<file path="config.mk">
export PLATFORM = sky130hd
export DESIGN_NAME = rcr_top
export DESIGN_NICKNAME = d
export VERILOG_FILES = /design/src/rcr_pkg.sv /design/src/rcr_top.sv /design/src/rcr_sync.sv /design/src/rcr_slow_tick.sv
export SDC_FILE = /design/constraint.sdc
export NUM_CORES = 1
export LEC_CHECK = 0
export ABC_AREA = 1
export BUFFER_PORTS_ARGS = -buffer_cell sky130_fd_sc_hd__buf_4
export CAP_MARGIN = 20
export CORE_MARGIN = 2
export CORE_UTILIZATION = 50
export DETAILED_ROUTE_END_ITERATION = 10
export MAX_ROUTING_LAYER = met4
export PLACE_DENSITY = 0.83
export SETUP_SLACK_MARGIN = 0.2
export SYNTH_ARGS = -nofsm -noshare
export SYNTH_HDL_FRONTEND = slang
export SYNTH_HIERARCHICAL = 1
export SYNTH_SLANG_ARGS = --single-unit
</file>
<file path="constraint.sdc">
create_clock -name clk_i -period 3.05 [get_ports clk_i]
set_clock_uncertainty 0.15 [all_clocks]
set_input_delay 0.305 -clock clk_i [delete_from_list [all_inputs] [get_ports clk_i]]
set_output_delay 0.305 -clock clk_i [all_outputs]
set_load 0.02 [all_outputs]
</file>
<file path="src/rcr_pkg.sv">
package rcr_pkg;

  // ****************************************************************
  // register map
  // ****************************************************************
  localparam logic [7:0] RCR_OFS_COMMAND = 8'h00;
  localparam logic [7:0] RCR_OFS_STATUS  = 8'h04;
  localparam logic [7:0] RCR_OFS_CONFIG  = 8'h08;

  localparam logic [7:0]  RCR_KEY        = 8'hA5;
  localparam int          RCR_KEY_HI     = 31;
  localparam int          RCR_KEY_LO     = 24;

  // command fields
  localparam int RCR_CMD_CPU    = 0;
  localparam int RCR_CMD_PERIPH = 2;
  localparam int RCR_CMD_PIN    = 3;

  // status fields
  localparam int RCR_ST_PINFALL = 0;
  localparam int RCR_ST_BROWN   = 1;
  localparam int RCR_ST_CAUSE_LO = 8;
  localparam int RCR_ST_LEVEL   = 16;
  localparam int RCR_ST_BUSY    = 17;

  // config fields
  localparam int RCR_CF_PINEN    = 0;
  localparam int RCR_CF_FALLIEN  = 4;
  localparam int RCR_CF_LEN_LO   = 8;
  localparam int RCR_CF_BROWNIEN = 16;

  localparam logic [31:0] RCR_CONFIG_RESET = 32'h0000_0000;
  localparam logic [31:0] RCR_CONFIG_MASK  = 32'h0001_0F11;

  // reset causes
  localparam logic [2:0] RCR_CAUSE_POWER  = 3'h0;
  localparam logic [2:0] RCR_CAUSE_WDOG   = 3'h2;
  localparam logic [2:0] RCR_CAUSE_SOFT   = 3'h3;
  localparam logic [2:0] RCR_CAUSE_PIN    = 3'h4;
  localparam logic [2:0] RCR_CAUSE_BROWN  = 3'h5;

  // slow-domain timing
  localparam logic [3:0] RCR_SOFT_LEN    = 4'h3;
  localparam logic [3:0] RCR_STARTUP_LEN = 4'h3;
  // pin release: two resync plus three startup ticks, counted down to zero
  localparam logic [3:0] RCR_PIN_RELEASE_LEN = 4'h4;

  // ahb
  localparam logic [1:0] RCR_HTRANS_NONSEQ = 2'h2;
  localparam logic [1:0] RCR_HTRANS_SEQ    = 2'h3;

  typedef enum logic [1:0] {
    RCR_ST_IDLE,
    RCR_ST_HOLD,
    RCR_ST_START
  } rcr_state_t;

endpackage

</file>
<file path="src/rcr_top.sv">
// Added by the designer: the AHB-Lite interface to the registers.
`timescale 1ns/100ps
// Functional notes
// - command and config writes are dropped unless bits 31:24 hold 0xA5.
// - command bit 0 set with key resets the processor.
// - command bit 2 set with key resets the peripherals.
// - command bit 3 set with key drives the reset pin low.
// - status bit 0 sets on pin falling edge, clears on status read.
// - status bit 1 sets on brownout rising edge while brownout reset is off, clears on status read.
// - status bits 10:8 hold cause of last processor reset.
// - status read leaves the cause field unchanged.
// - status bit 16 shows the pin level sampled on master clock.
// - status bit 17 is high from a software command until the fourth slow tick after it, however long the pin pulse lasts.
// - config bit 0 lets a low pin level cause a pin reset.
// - config bit 4 routes pin-fall flag to interrupt when pin reset off.
// - config bit 16 routes brownout flag to the interrupt.
// - config bits 11:8 give pin pulse of 2^(n+1) slow cycles.
// - command writes are ignored while a software command is busy.
// - priority: power-up, brownout, watchdog, software, pin.
// - pin resynchronised; release takes two resync plus three startup ticks.
// - status read clears pin-fall flag and its interrupt.
module rcr_top
  import rcr_pkg::*;
(
  input  wire logic        clk_i,
  input  wire logic        reset_n_i,
  input  wire logic        hsel_i,
  input  wire logic [31:0] haddr_i,
  input  wire logic [1:0]  htrans_i,
  input  wire logic        hwrite_i,
  input  wire logic [2:0]  hsize_i,
  input  wire logic [31:0] hwdata_i,
  input  wire logic        hready_i,
  output logic      [31:0] hrdata_o,
  output logic             hreadyout_o,
  output logic             hresp_o,
  input  wire logic        slow_clock_i,
  input  wire logic        pin_i,
  output logic             pin_o,
  output logic             pin_oe_o,
  input  wire logic        power_up_i,
  input  wire logic        brownout_i,
  input  wire logic        brownout_reset_en_i,
  input  wire logic        watchdog_fault_i,
  output logic             cpu_reset_o,
  output logic             periph_reset_o,
  output logic             irq_o
);

  // ****************************************************************
  // input synchronisers and slow clock tick
  // ****************************************************************
  logic pin_sync;
  logic brown_sync;
  logic slow_tick;

  rcr_sync #(.RESET_VAL(1'b1)) u_pin_sync (
    .clk_i     (clk_i),
    .reset_n_i (reset_n_i),
    .async_i   (pin_i),
    .sync_o    (pin_sync)
  );

  rcr_sync #(.RESET_VAL(1'b0)) u_brown_sync (
    .clk_i     (clk_i),
    .reset_n_i (reset_n_i),
    .async_i   (brownout_i),
    .sync_o    (brown_sync)
  );

  rcr_slow_tick u_tick (
    .clk_i        (clk_i),
    .reset_n_i    (reset_n_i),
    .slow_clock_i (slow_clock_i),
    .tick_o       (slow_tick)
  );

  // ****************************************************************
  // ahb-lite address phase capture
  // ****************************************************************
  logic       wr_pend_reg;
  logic       rd_pend_reg;
  logic [7:0] addr_reg;

  wire addr_ok   = hsel_i & hready_i & htrans_i[1];
  wire wr_cmd    = wr_pend_reg & (addr_reg == RCR_OFS_COMMAND);
  wire wr_cfg    = wr_pend_reg & (addr_reg == RCR_OFS_CONFIG);
  wire rd_status = rd_pend_reg & (addr_reg == RCR_OFS_STATUS);
  wire key_ok    = hwdata_i[RCR_KEY_HI:RCR_KEY_LO] == RCR_KEY;

  always_ff @(posedge clk_i) begin
    if (!reset_n_i) begin
      wr_pend_reg <= 1'b0;
      rd_pend_reg <= 1'b0;
      addr_reg    <= 8'h00;
    end else begin
      wr_pend_reg <= addr_ok & hwrite_i;
      rd_pend_reg <= addr_ok & ~hwrite_i;
      if (addr_ok) begin
        addr_reg <= haddr_i[7:0];
      end
    end
  end

  assign hreadyout_o = 1'b1;
  assign hresp_o     = 1'b0;

  // ****************************************************************
  // config register
  // ****************************************************************
  logic [31:0] config_reg;

  always_ff @(posedge clk_i) begin
    if (!reset_n_i) begin
      config_reg <= RCR_CONFIG_RESET;
    end else if (wr_cfg && key_ok) begin
      config_reg <= hwdata_i & RCR_CONFIG_MASK;
    end
  end

  wire       pin_reset_enable    = config_reg[RCR_CF_PINEN];
  wire       pin_fall_irq_enable = config_reg[RCR_CF_FALLIEN];
  wire       brownout_irq_enable = config_reg[RCR_CF_BROWNIEN];
  wire [3:0] ext_pulse_length    = config_reg[RCR_CF_LEN_LO +: 4];

  // ****************************************************************
  // reset state manager (slow-tick timed)
  // ****************************************************************
  rcr_state_t  state_reg;
  logic [2:0]  cause_reg;
  logic [2:0]  pend_cause_reg;
  logic        cpu_rst_reg;
  logic        per_rst_reg;
  logic        busy_reg;
  logic [3:0]  cnt_reg;
  logic [16:0] pulse_cnt_reg;
  logic        pulse_own_reg;
  logic        pin_quiet_reg;

  wire cmd_ok   = wr_cmd & key_ok & ~busy_reg;
  wire cmd_cpu  = cmd_ok & hwdata_i[RCR_CMD_CPU];
  wire cmd_per  = cmd_ok & hwdata_i[RCR_CMD_PERIPH];
  wire cmd_pin  = cmd_ok & hwdata_i[RCR_CMD_PIN];
  wire cmd_any  = cmd_cpu | cmd_per | cmd_pin;
  wire brown_rst = brown_sync & brownout_reset_en_i;
  // pin reset only when enabled and not self-driven
  wire pin_rst  = pin_reset_enable & ~pin_sync & ~pin_quiet_reg;
  wire [16:0] pulse_len = 17'(17'h0_0002 << ext_pulse_length);

  always_ff @(posedge clk_i) begin
    if (!reset_n_i) begin
      state_reg      <= RCR_ST_IDLE;
      cause_reg      <= RCR_CAUSE_POWER;
      pend_cause_reg <= RCR_CAUSE_POWER;
      cpu_rst_reg    <= 1'b0;
      per_rst_reg    <= 1'b0;
      busy_reg       <= 1'b0;
      cnt_reg        <= 4'h0;
    end else if (power_up_i) begin
      state_reg      <= RCR_ST_HOLD;
      pend_cause_reg <= RCR_CAUSE_POWER;
      cpu_rst_reg    <= 1'b1;
      per_rst_reg    <= 1'b1;
      busy_reg       <= 1'b0;
      cnt_reg        <= RCR_SOFT_LEN;
    end else if (brown_rst) begin
      state_reg      <= RCR_ST_HOLD;
      pend_cause_reg <= RCR_CAUSE_BROWN;
      cpu_rst_reg    <= 1'b1;
      per_rst_reg    <= 1'b1;
      busy_reg       <= 1'b0;
      cnt_reg        <= RCR_SOFT_LEN;
    end else if (watchdog_fault_i) begin
      state_reg      <= RCR_ST_HOLD;
      pend_cause_reg <= RCR_CAUSE_WDOG;
      cpu_rst_reg    <= 1'b1;
      per_rst_reg    <= 1'b1;
      busy_reg       <= 1'b0;
      cnt_reg        <= RCR_SOFT_LEN;
    end else if (cmd_any) begin
      state_reg      <= RCR_ST_HOLD;
      pend_cause_reg <= cmd_cpu ? RCR_CAUSE_SOFT : cause_reg;
      cpu_rst_reg    <= cmd_cpu;
      per_rst_reg    <= cmd_per;
      busy_reg       <= 1'b1;
      cnt_reg        <= RCR_SOFT_LEN;
    end else if (pin_rst && state_reg != RCR_ST_HOLD) begin
      state_reg      <= RCR_ST_START;
      pend_cause_reg <= RCR_CAUSE_PIN;
      cpu_rst_reg    <= 1'b1;
      per_rst_reg    <= 1'b1;
      cnt_reg        <= RCR_PIN_RELEASE_LEN;
    end else if (slow_tick) begin
      case (state_reg)
        RCR_ST_IDLE: begin
          state_reg <= RCR_ST_IDLE;
        end
        RCR_ST_HOLD, RCR_ST_START: begin
          if (cnt_reg != 4'h0) begin
            cnt_reg <= cnt_reg - 4'h1;
          end else begin
            if (cpu_rst_reg) begin
              cause_reg <= pend_cause_reg;
            end
            state_reg   <= RCR_ST_IDLE;
            cpu_rst_reg <= 1'b0;
            per_rst_reg <= 1'b0;
            busy_reg    <= 1'b0;
          end
        end
        default: begin
          state_reg <= RCR_ST_IDLE;
        end
      endcase
    end
  end

  // ****************************************************************
  // external pin pulse
  // ****************************************************************
  // pin drive
  always_ff @(posedge clk_i) begin
    if (!reset_n_i) begin
      pulse_own_reg <= 1'b0;
      pulse_cnt_reg <= 17'h0_0000;
    end else if (cmd_pin) begin
      pulse_own_reg <= 1'b1;
      pulse_cnt_reg <= pulse_len;
    end else if (pulse_own_reg && slow_tick) begin
      if (pulse_cnt_reg == 17'h0_0001) begin
        pulse_own_reg <= 1'b0;
      end
      pulse_cnt_reg <= pulse_cnt_reg - 17'h0_0001;
    end
  end

  always_ff @(posedge clk_i) begin
    if (!reset_n_i) begin
      pin_quiet_reg <= 1'b0;
    end else begin
      pin_quiet_reg <= cmd_pin | (pin_quiet_reg & (pulse_own_reg | ~pin_sync));
    end
  end

  assign pin_o          = 1'b0;
  assign pin_oe_o       = pulse_own_reg;
  assign cpu_reset_o    = cpu_rst_reg;
  assign periph_reset_o = per_rst_reg;

  // ****************************************************************
  // flags, status read and interrupt
  // ****************************************************************
  logic pin_level_reg;
  logic pin_last_reg;
  logic brown_last_reg;
  logic fall_flag_reg;
  logic brown_flag_reg;
  logic irq_reg;

  wire pin_fall   = pin_last_reg & ~pin_sync;
  wire brown_edge = brown_sync & ~brown_last_reg & ~brownout_reset_en_i;

  always_ff @(posedge clk_i) begin
    if (!reset_n_i) begin
      pin_level_reg  <= 1'b1;
      pin_last_reg   <= 1'b1;
      brown_last_reg <= 1'b0;
      fall_flag_reg  <= 1'b0;
      brown_flag_reg <= 1'b0;
      irq_reg        <= 1'b0;
    end else begin
      pin_level_reg  <= pin_sync;
      pin_last_reg   <= pin_sync;
      brown_last_reg <= brown_sync;
      fall_flag_reg  <= pin_fall | (fall_flag_reg & ~rd_status);
      brown_flag_reg <= brown_edge | (brown_flag_reg & ~rd_status);
      irq_reg <= (fall_flag_reg & ~rd_status & pin_fall_irq_enable
                  & ~pin_reset_enable)
               | (brown_flag_reg & ~rd_status & brownout_irq_enable)
               | (pin_fall & pin_fall_irq_enable & ~pin_reset_enable)
               | (brown_edge & brownout_irq_enable);
    end
  end

  assign irq_o = irq_reg;

  // cause field not touched by reads
  wire [31:0] status_word = {14'h0000, busy_reg, pin_level_reg, 5'h00,
                             cause_reg, 6'h00, brown_flag_reg,
                             fall_flag_reg};
  wire [31:0] rd_mux = (addr_reg == RCR_OFS_STATUS) ? status_word :
                       (addr_reg == RCR_OFS_CONFIG) ? config_reg  :
                       32'h0000_0000;

  assign hrdata_o = rd_pend_reg ? rd_mux : 32'h0000_0000;

  // ****************************************************************
  // assertions
  // ****************************************************************
  property p_key_cfg;
    @(posedge clk_i) disable iff (!reset_n_i)
      (wr_cfg && !key_ok) |=> $stable(config_reg);
  endproperty
  a_key_cfg: assert property (p_key_cfg) else $error("bad key changed config");

  property p_cpu_cmd;
    @(posedge clk_i) disable iff (!reset_n_i)
      (cmd_cpu && !power_up_i && !brown_rst && !watchdog_fault_i)
        |=> cpu_reset_o && busy_reg;
  endproperty
  a_cpu_cmd: assert property (p_cpu_cmd) else $error("cpu command lost");

  property p_per_cmd;
    @(posedge clk_i) disable iff (!reset_n_i)
      (cmd_per && !power_up_i && !brown_rst && !watchdog_fault_i)
        |=> periph_reset_o;
  endproperty
  a_per_cmd: assert property (p_per_cmd) else $error("periph command lost");

  property p_pin_cmd;
    @(posedge clk_i) disable iff (!reset_n_i)
      cmd_pin |=> pin_oe_o && !pin_o;
  endproperty
  a_pin_cmd: assert property (p_pin_cmd) else $error("pin not driven");

  property p_fall_set;
    @(posedge clk_i) disable iff (!reset_n_i)
      pin_fall |=> fall_flag_reg;
  endproperty
  a_fall_set: assert property (p_fall_set) else $error("fall flag missed");

  property p_read_clear;
    @(posedge clk_i) disable iff (!reset_n_i)
      (rd_status && !pin_fall) |=> !fall_flag_reg ##0 $stable(cause_reg);
  endproperty
  a_read_clear: assert property (p_read_clear) else $error("read clear bad");

  property p_busy_block;
    @(posedge clk_i) disable iff (!reset_n_i)
      (wr_cmd && key_ok && busy_reg && !pulse_own_reg) |=> !pin_oe_o;
  endproperty
  a_busy_block: assert property (p_busy_block) else $error("cmd while busy");

  property p_irq_brown;
    @(posedge clk_i) disable iff (!reset_n_i)
      (brown_flag_reg && brownout_irq_enable && !rd_status) |=> irq_o;
  endproperty
  a_irq_brown: assert property (p_irq_brown) else $error("brownout irq");

endmodule

</file>
<file path="src/rcr_sync.sv">
`timescale 1ns/100ps
// ****************************************************************
// three-flop synchroniser, output changes once flops 2 and 3 agree
// ****************************************************************
module rcr_sync
  import rcr_pkg::*;
#(
  parameter logic RESET_VAL = 1'b1
) (
  input  wire logic clk_i,
  input  wire logic reset_n_i,
  input  wire logic async_i,
  output logic      sync_o
);
  logic [2:0] pipe_reg;
  logic       sync_reg;

  always_ff @(posedge clk_i) begin
    if (!reset_n_i) begin
      pipe_reg <= {3{RESET_VAL}};
      sync_reg <= RESET_VAL;
    end else begin
      pipe_reg <= {pipe_reg[1:0], async_i};
      if (pipe_reg[1] == pipe_reg[2]) begin
        sync_reg <= pipe_reg[2];
      end
    end
  end

  assign sync_o = sync_reg;
endmodule

</file>
<file path="src/rcr_slow_tick.sv">
`timescale 1ns/100ps
// ****************************************************************
// slow clock edge detector: one master-clock pulse per slow rise
// ****************************************************************
module rcr_slow_tick
  import rcr_pkg::*;
(
  input  wire logic clk_i,
  input  wire logic reset_n_i,
  input  wire logic slow_clock_i,
  output logic      tick_o
);
  logic slow_sync;
  logic slow_last_reg;
  logic tick_reg;

  rcr_sync #(.RESET_VAL(1'b0)) u_sync (
    .clk_i     (clk_i),
    .reset_n_i (reset_n_i),
    .async_i   (slow_clock_i),
    .sync_o    (slow_sync)
  );

  always_ff @(posedge clk_i) begin
    if (!reset_n_i) begin
      slow_last_reg <= 1'b0;
      tick_reg      <= 1'b0;
    end else begin
      slow_last_reg <= slow_sync;
      tick_reg      <= slow_sync & ~slow_last_reg;
    end
  end

  assign tick_o = tick_reg;
endmodule

</file>
Word level (Yosys, flattened, before mapping)
Index checks and enable logic that the tools add are counted.

Bits in registers: 70. RAM bits: 0. Logic and storage cells: 177. ROM bits: 0. Input port bits: 80. Memories kept: 0. Output and inout bits: 39. Bits in latches: 0.

Magnitude comparators: 0. Mux-type cells: 43. Multipliers: 0. Bitwise operators: 53. Add/sub/neg operators: 2. Equal/unequal tests: 15. Divide/modulo/power cells: 0. Reduce and logical (&&, ||, !) cells: 32. Shift operators: 1.

Operators by type and width (count): two-way mux 17 bit (3); two-way mux 18 bit (2); AND 1 bit (28); two-way mux 3 bit (9); two-way mux 1 bit (21); nonzero test 6 bit (3); equality test 17 x 1 -> 1 bit (second input constant) (1); left shift 2 x 4 -> 17 bit (first input constant) (1); subtractor 17 x 1 -> 17 bit (second input constant) (1); two-way mux 2 bit (8); inverter 1 bit (16); nonzero test 2 bit (7); AND reduction 3 bit (4); OR 1 bit (9); AND reduction 9 bit (1); equality test 8 x 3 -> 1 bit (second input constant) (1); equality test 8 x 4 -> 1 bit (second input constant) (1); equality test 8 bit (second input constant) (1); logical NOT 8 bit (1); nonzero test 4 bit (2); != test 7 bit (second input constant) (1); != test 6 bit (second input constant) (1); AND reduction 2 bit (3); OR reduction 6 bit (1); other kinds (14) (20).

Logic depth before layout (Yosys ltp)
Depth in word-level cells: 11. Depth in mapped cells: 12. Gate-level depth less buffers: 12.

Modules after synthesis
Netlist, hierarchy kept.

Modules (own cells, without submodules): rcr_top (area each 3296.9 um^2, seq. area each 1121.1 um^2, cells an instance 489, instances 1); rcr_sync (u_brown_sync ...) (area each 116.4 um^2, seq. area each 80.1 um^2, cells an instance 13, instances 2); rcr_sync (u_pin_sync) (area each 133.9 um^2, seq. area each 80.1 um^2, cells an instance 17, instances 1); rcr_slow_tick (area each 53.8 um^2, seq. area each 40.0 um^2, cells an instance 5, instances 1).

Least setup slack after synthesis
OpenSTA, ideal clock, no wires.

Path type: register -> output. Start point: reg addr_reg[0]. End point: out hrdata_o[0]. Data arrival time: 1.337 ns. Required time: 2.595 ns. Cell stages (with the launch flop): 6. Slack: 1.258 ns. Path buffers: 0. Cell sequence: dfxtp_1 -> nor2_4 -> inv_1 -> nor3_1 -> nand3_1 -> o21ai_0.

Word-level cells in the longest chain between the ends: 4. Elaborated cells between the ends (all ways): 5. Classes of those cells: eq/ne: 2; mux: 3.

RTL lines: start, declared (RTL line rcr_top.sv:83) `logic [7:0] addr_reg;`; start signal, assigned (RTL line rcr_top.sv:100) `addr_reg <= haddr_i[7:0];`; equality test 8 x 4 -> 1 bit (RTL line rcr_top.sv:292) `(addr_reg == RCR_OFS_CONFIG) ? config_reg :`; two-way mux 17 bit (RTL line rcr_top.sv:292); two-way mux 18 bit * (RTL line rcr_top.sv:291) `wire [31:0] rd_mux = (addr_reg == RCR_OFS_STATUS) ? status_word :`; two-way mux 18 bit * (RTL line rcr_top.sv:295) `assign hrdata_o = rd_pend_reg ? rd_mux : 32'h0000_0000;`; end, declared (RTL line rcr_top.sv:34) `output logic [31:0] hrdata_o,`.

Every way passes the cells marked *; elsewhere a longest branch is shown, timed or not.

Final worst setup path
Start point: reg addr_reg[0]. End point: out hrdata_o[10].

Same word-level chain as after synthesis.

==> results.json <==
{
  "crit_fanout": 7,
  "antenna_found_initial": 0,
  "dr.pass1.iters": 5,
  "synth.most_common_cell": "nand2_1",
  "cts.repair.resized": 0,
  "grt_pass1_wl_microns": 14140,
  "vdd_drop_max_mv": 0.3216,
  "num_rows": 31,
  "rsz0062_at_grt": "false",
  "final_core_util": 0.5997,
  "fin_setup_tns_ns": 0,
  "syn_to_final_growth_pct": 16.39,
  "leakagePower_nw": 2.069,
  "worstSetupStartpointType": "flip-flop",
  "setup_ws_ns": 0.7353,
  "hold_buffers": 4,
  "clockRootBuffer": "clkbuf_8",
  "yosys.area.top_type": "dfxtp_1",
  "post_drt_wl_per_cell_microns": 12.10,
  "hold_class": "primary input to flip-flop",
  "syn-instance-count": 537,
  "fmax_ghz": 0.4320,
  "globalplace.congestion": 0.9036,
  "numCtsBuffers": 9,
  "outcome": "completed",
  "finalHoldViolations": 0,
  "post_route_cells_drive_above_1_share": 0.1658,
  "largest_reg_flops": 17,
  "final_nets": 676,
  "synth.area.top_cells": "dfxtp_1, nand2_1, inv_1",
  "grt-ovfl-total": 0,
  "routed_via_density": 5.134,
  "placed_area_sq_um": 4065,
  "vias": 3573,
  "avgSynthCellArea_sq_um": 6.922,
  "cp.arrival_ns": 1.86,
  "cts_sinks": 70,
  "cts_tree": "done",
  "synth_edf_count": 0,
  "slew_headroom": 0.6263,
  "drv_slew": 0,
  "ys_warn_count": 6,
  "tightest_slew_ns": 0.5589,
  "synth_top_area_frac": 0.3770,
  "ys.flop_type": "dfxtp_1",
  "critPathKind": "flip-flop to primary output",
  "cts-htree-levels": 3,
  "clk_pin_slew_ns": 0.07,
  "clk_latency_ns": 0.35,
  "pre_cts_slack_ns": 0.9848,
  "power_density_nw_per_um2": 449.7,
  "top_level_ports": 119,
  "seq_area_frac_synth": 0.3770,
  "synth_area_sq_um": 3717,
  "drtAntennaViolNets": 0,
  "ys_async_sr_fraction": 0,
  "setup_viol": 0,
  "routed_wl_microns": 8423,
  "end_kind": "primary output",
  "core-area_sq_um": 7214,
  "first_iter_violations": 245,
  "die_height_microns": 90.23,
  "grt_pass1_vias": 3288,
  "synth_top_cells_by_count": "nand2_1, inv_1, dfxtp_1",
  "cts_setup_buffers": 0,
  "synth_seq_cells": 70,
  "clockBufferDepth": 2,
  "ys_types": 41,
  "gr-usage-all-layers": 0.2146,
  "critPathRequiredTime_ns": 2.59,
  "post-dp-hpwl_microns": 6275,
  "final_area_sq_um": 4327,
  "max-cap-violations": 0,
  "fin_crit_sh": 0.7589,
  "die_w_microns": 90.23,
  "min_period_ns": 2.315,
  "drc": 0,
  "grt_start_max_net_pins": 50,
  "die_area_sq_um": 8141,
  "numPortBuffers": 49,
  "start_util": 0.5153,
  "num_antenna_cells": 0
}
## report_power, final
group | internal [mW] | total (mW) | switching, mW
sequential | 0.931 | 0.941 | 0.0101
clock | 0.481 | 0.838 | 0.357
combinational | 0.0646 | 0.167 | 0.103
total | 1.48 | 1.95 | 0.469
## final timing paths
path,cells past startpoint,endpoint,startpoint,slack [ns]
worst max-delay path,6,hrdata_o[10],addr_reg[0],0.74
worst min-delay path,3,u_tick/u_sync/pipe_reg[0],slow_clock_i,0.01
worst max register to register,10,pulse_cnt_reg[14],pulse_cnt_reg[0],1.01
worst min register to register,1,u_tick/tick_o,u_tick/slow_last_reg,0.25
## layout make-up
cell class	count	area, sq um
Clock buffer	10	137.6
Clock inverter	6	83.83
Fill cell	665	2888
Inverter	80	300.3
Multi-Input combinational cell	376	1857
Sequential cell	70	1401
Tap cell	99	123.9
Timing Repair Buffer	55	422.9
## worst max-delay path, cell delays in order, from the launching register on
cell and delay (ns):
dfxtp_1 0.34, nor2_4 0.14, inv_1 0.06, nor3_1 0.17
nand3_1 0.27, o22ai_1 0.33, buf_4 0.20
## through the flow
step | hold slack, ns | total power, mW | std cells
5_1_grt | 0.02911 | 2.019 | 696
3_3_place_gp | 0.2327 | 1.119 | 676
4_1_cts | 0.004256 | 1.951 | 696
3_5_place_dp | 0.2441 | 1.125 | 676
2_1_floorplan | 0.2237 | 1.087 | 561
6_report | 0.01037 | 1.946 | 696
## cell families after synthesis
group / share of synthesized area
compound gates: 0.1390
other cells: 0.002020
xor+xnor: 0.01414
fa+ha+maj: 0.01346
simple gates: 0.3066
flops: 0.3770
buf+inv: 0.1478
## placed cells by master, fill, tap and decap left out, types with 2 or more instances in the layout
cell           count
inv_2              3
nor2_2             9
dfxtp_1           70
o21bai_1           2
o22ai_1            3
o21ai_1            4
nor2_4             5
nor3_1            12
clkinv_2           3
a21oi_1           34
nand2_1           98
nand4_1           12
bufinv_16          2
buf_4             51
nor2_1            53
conb_1            26
ha_1               4
nand3_1           42
nand2_2            6
a211oi_1           2
xor2_1             2
a31oi_1            2
xnor2_1            4
o21ai_0           42
dlygate4sd3_1      4
clkbuf_8          10
nand2_4            2
inv_1             76
## per-layer routing
layer,track usage,vias to the layer above,wire length [microns]
met5,-,-,0
met3,0.03269,19,400
li1,-,1791,-
met2,0.3734,118,4172
met1,0.2493,1645,3709
met4,0.08333,0,141
Power figures use the tool's default switching activity.
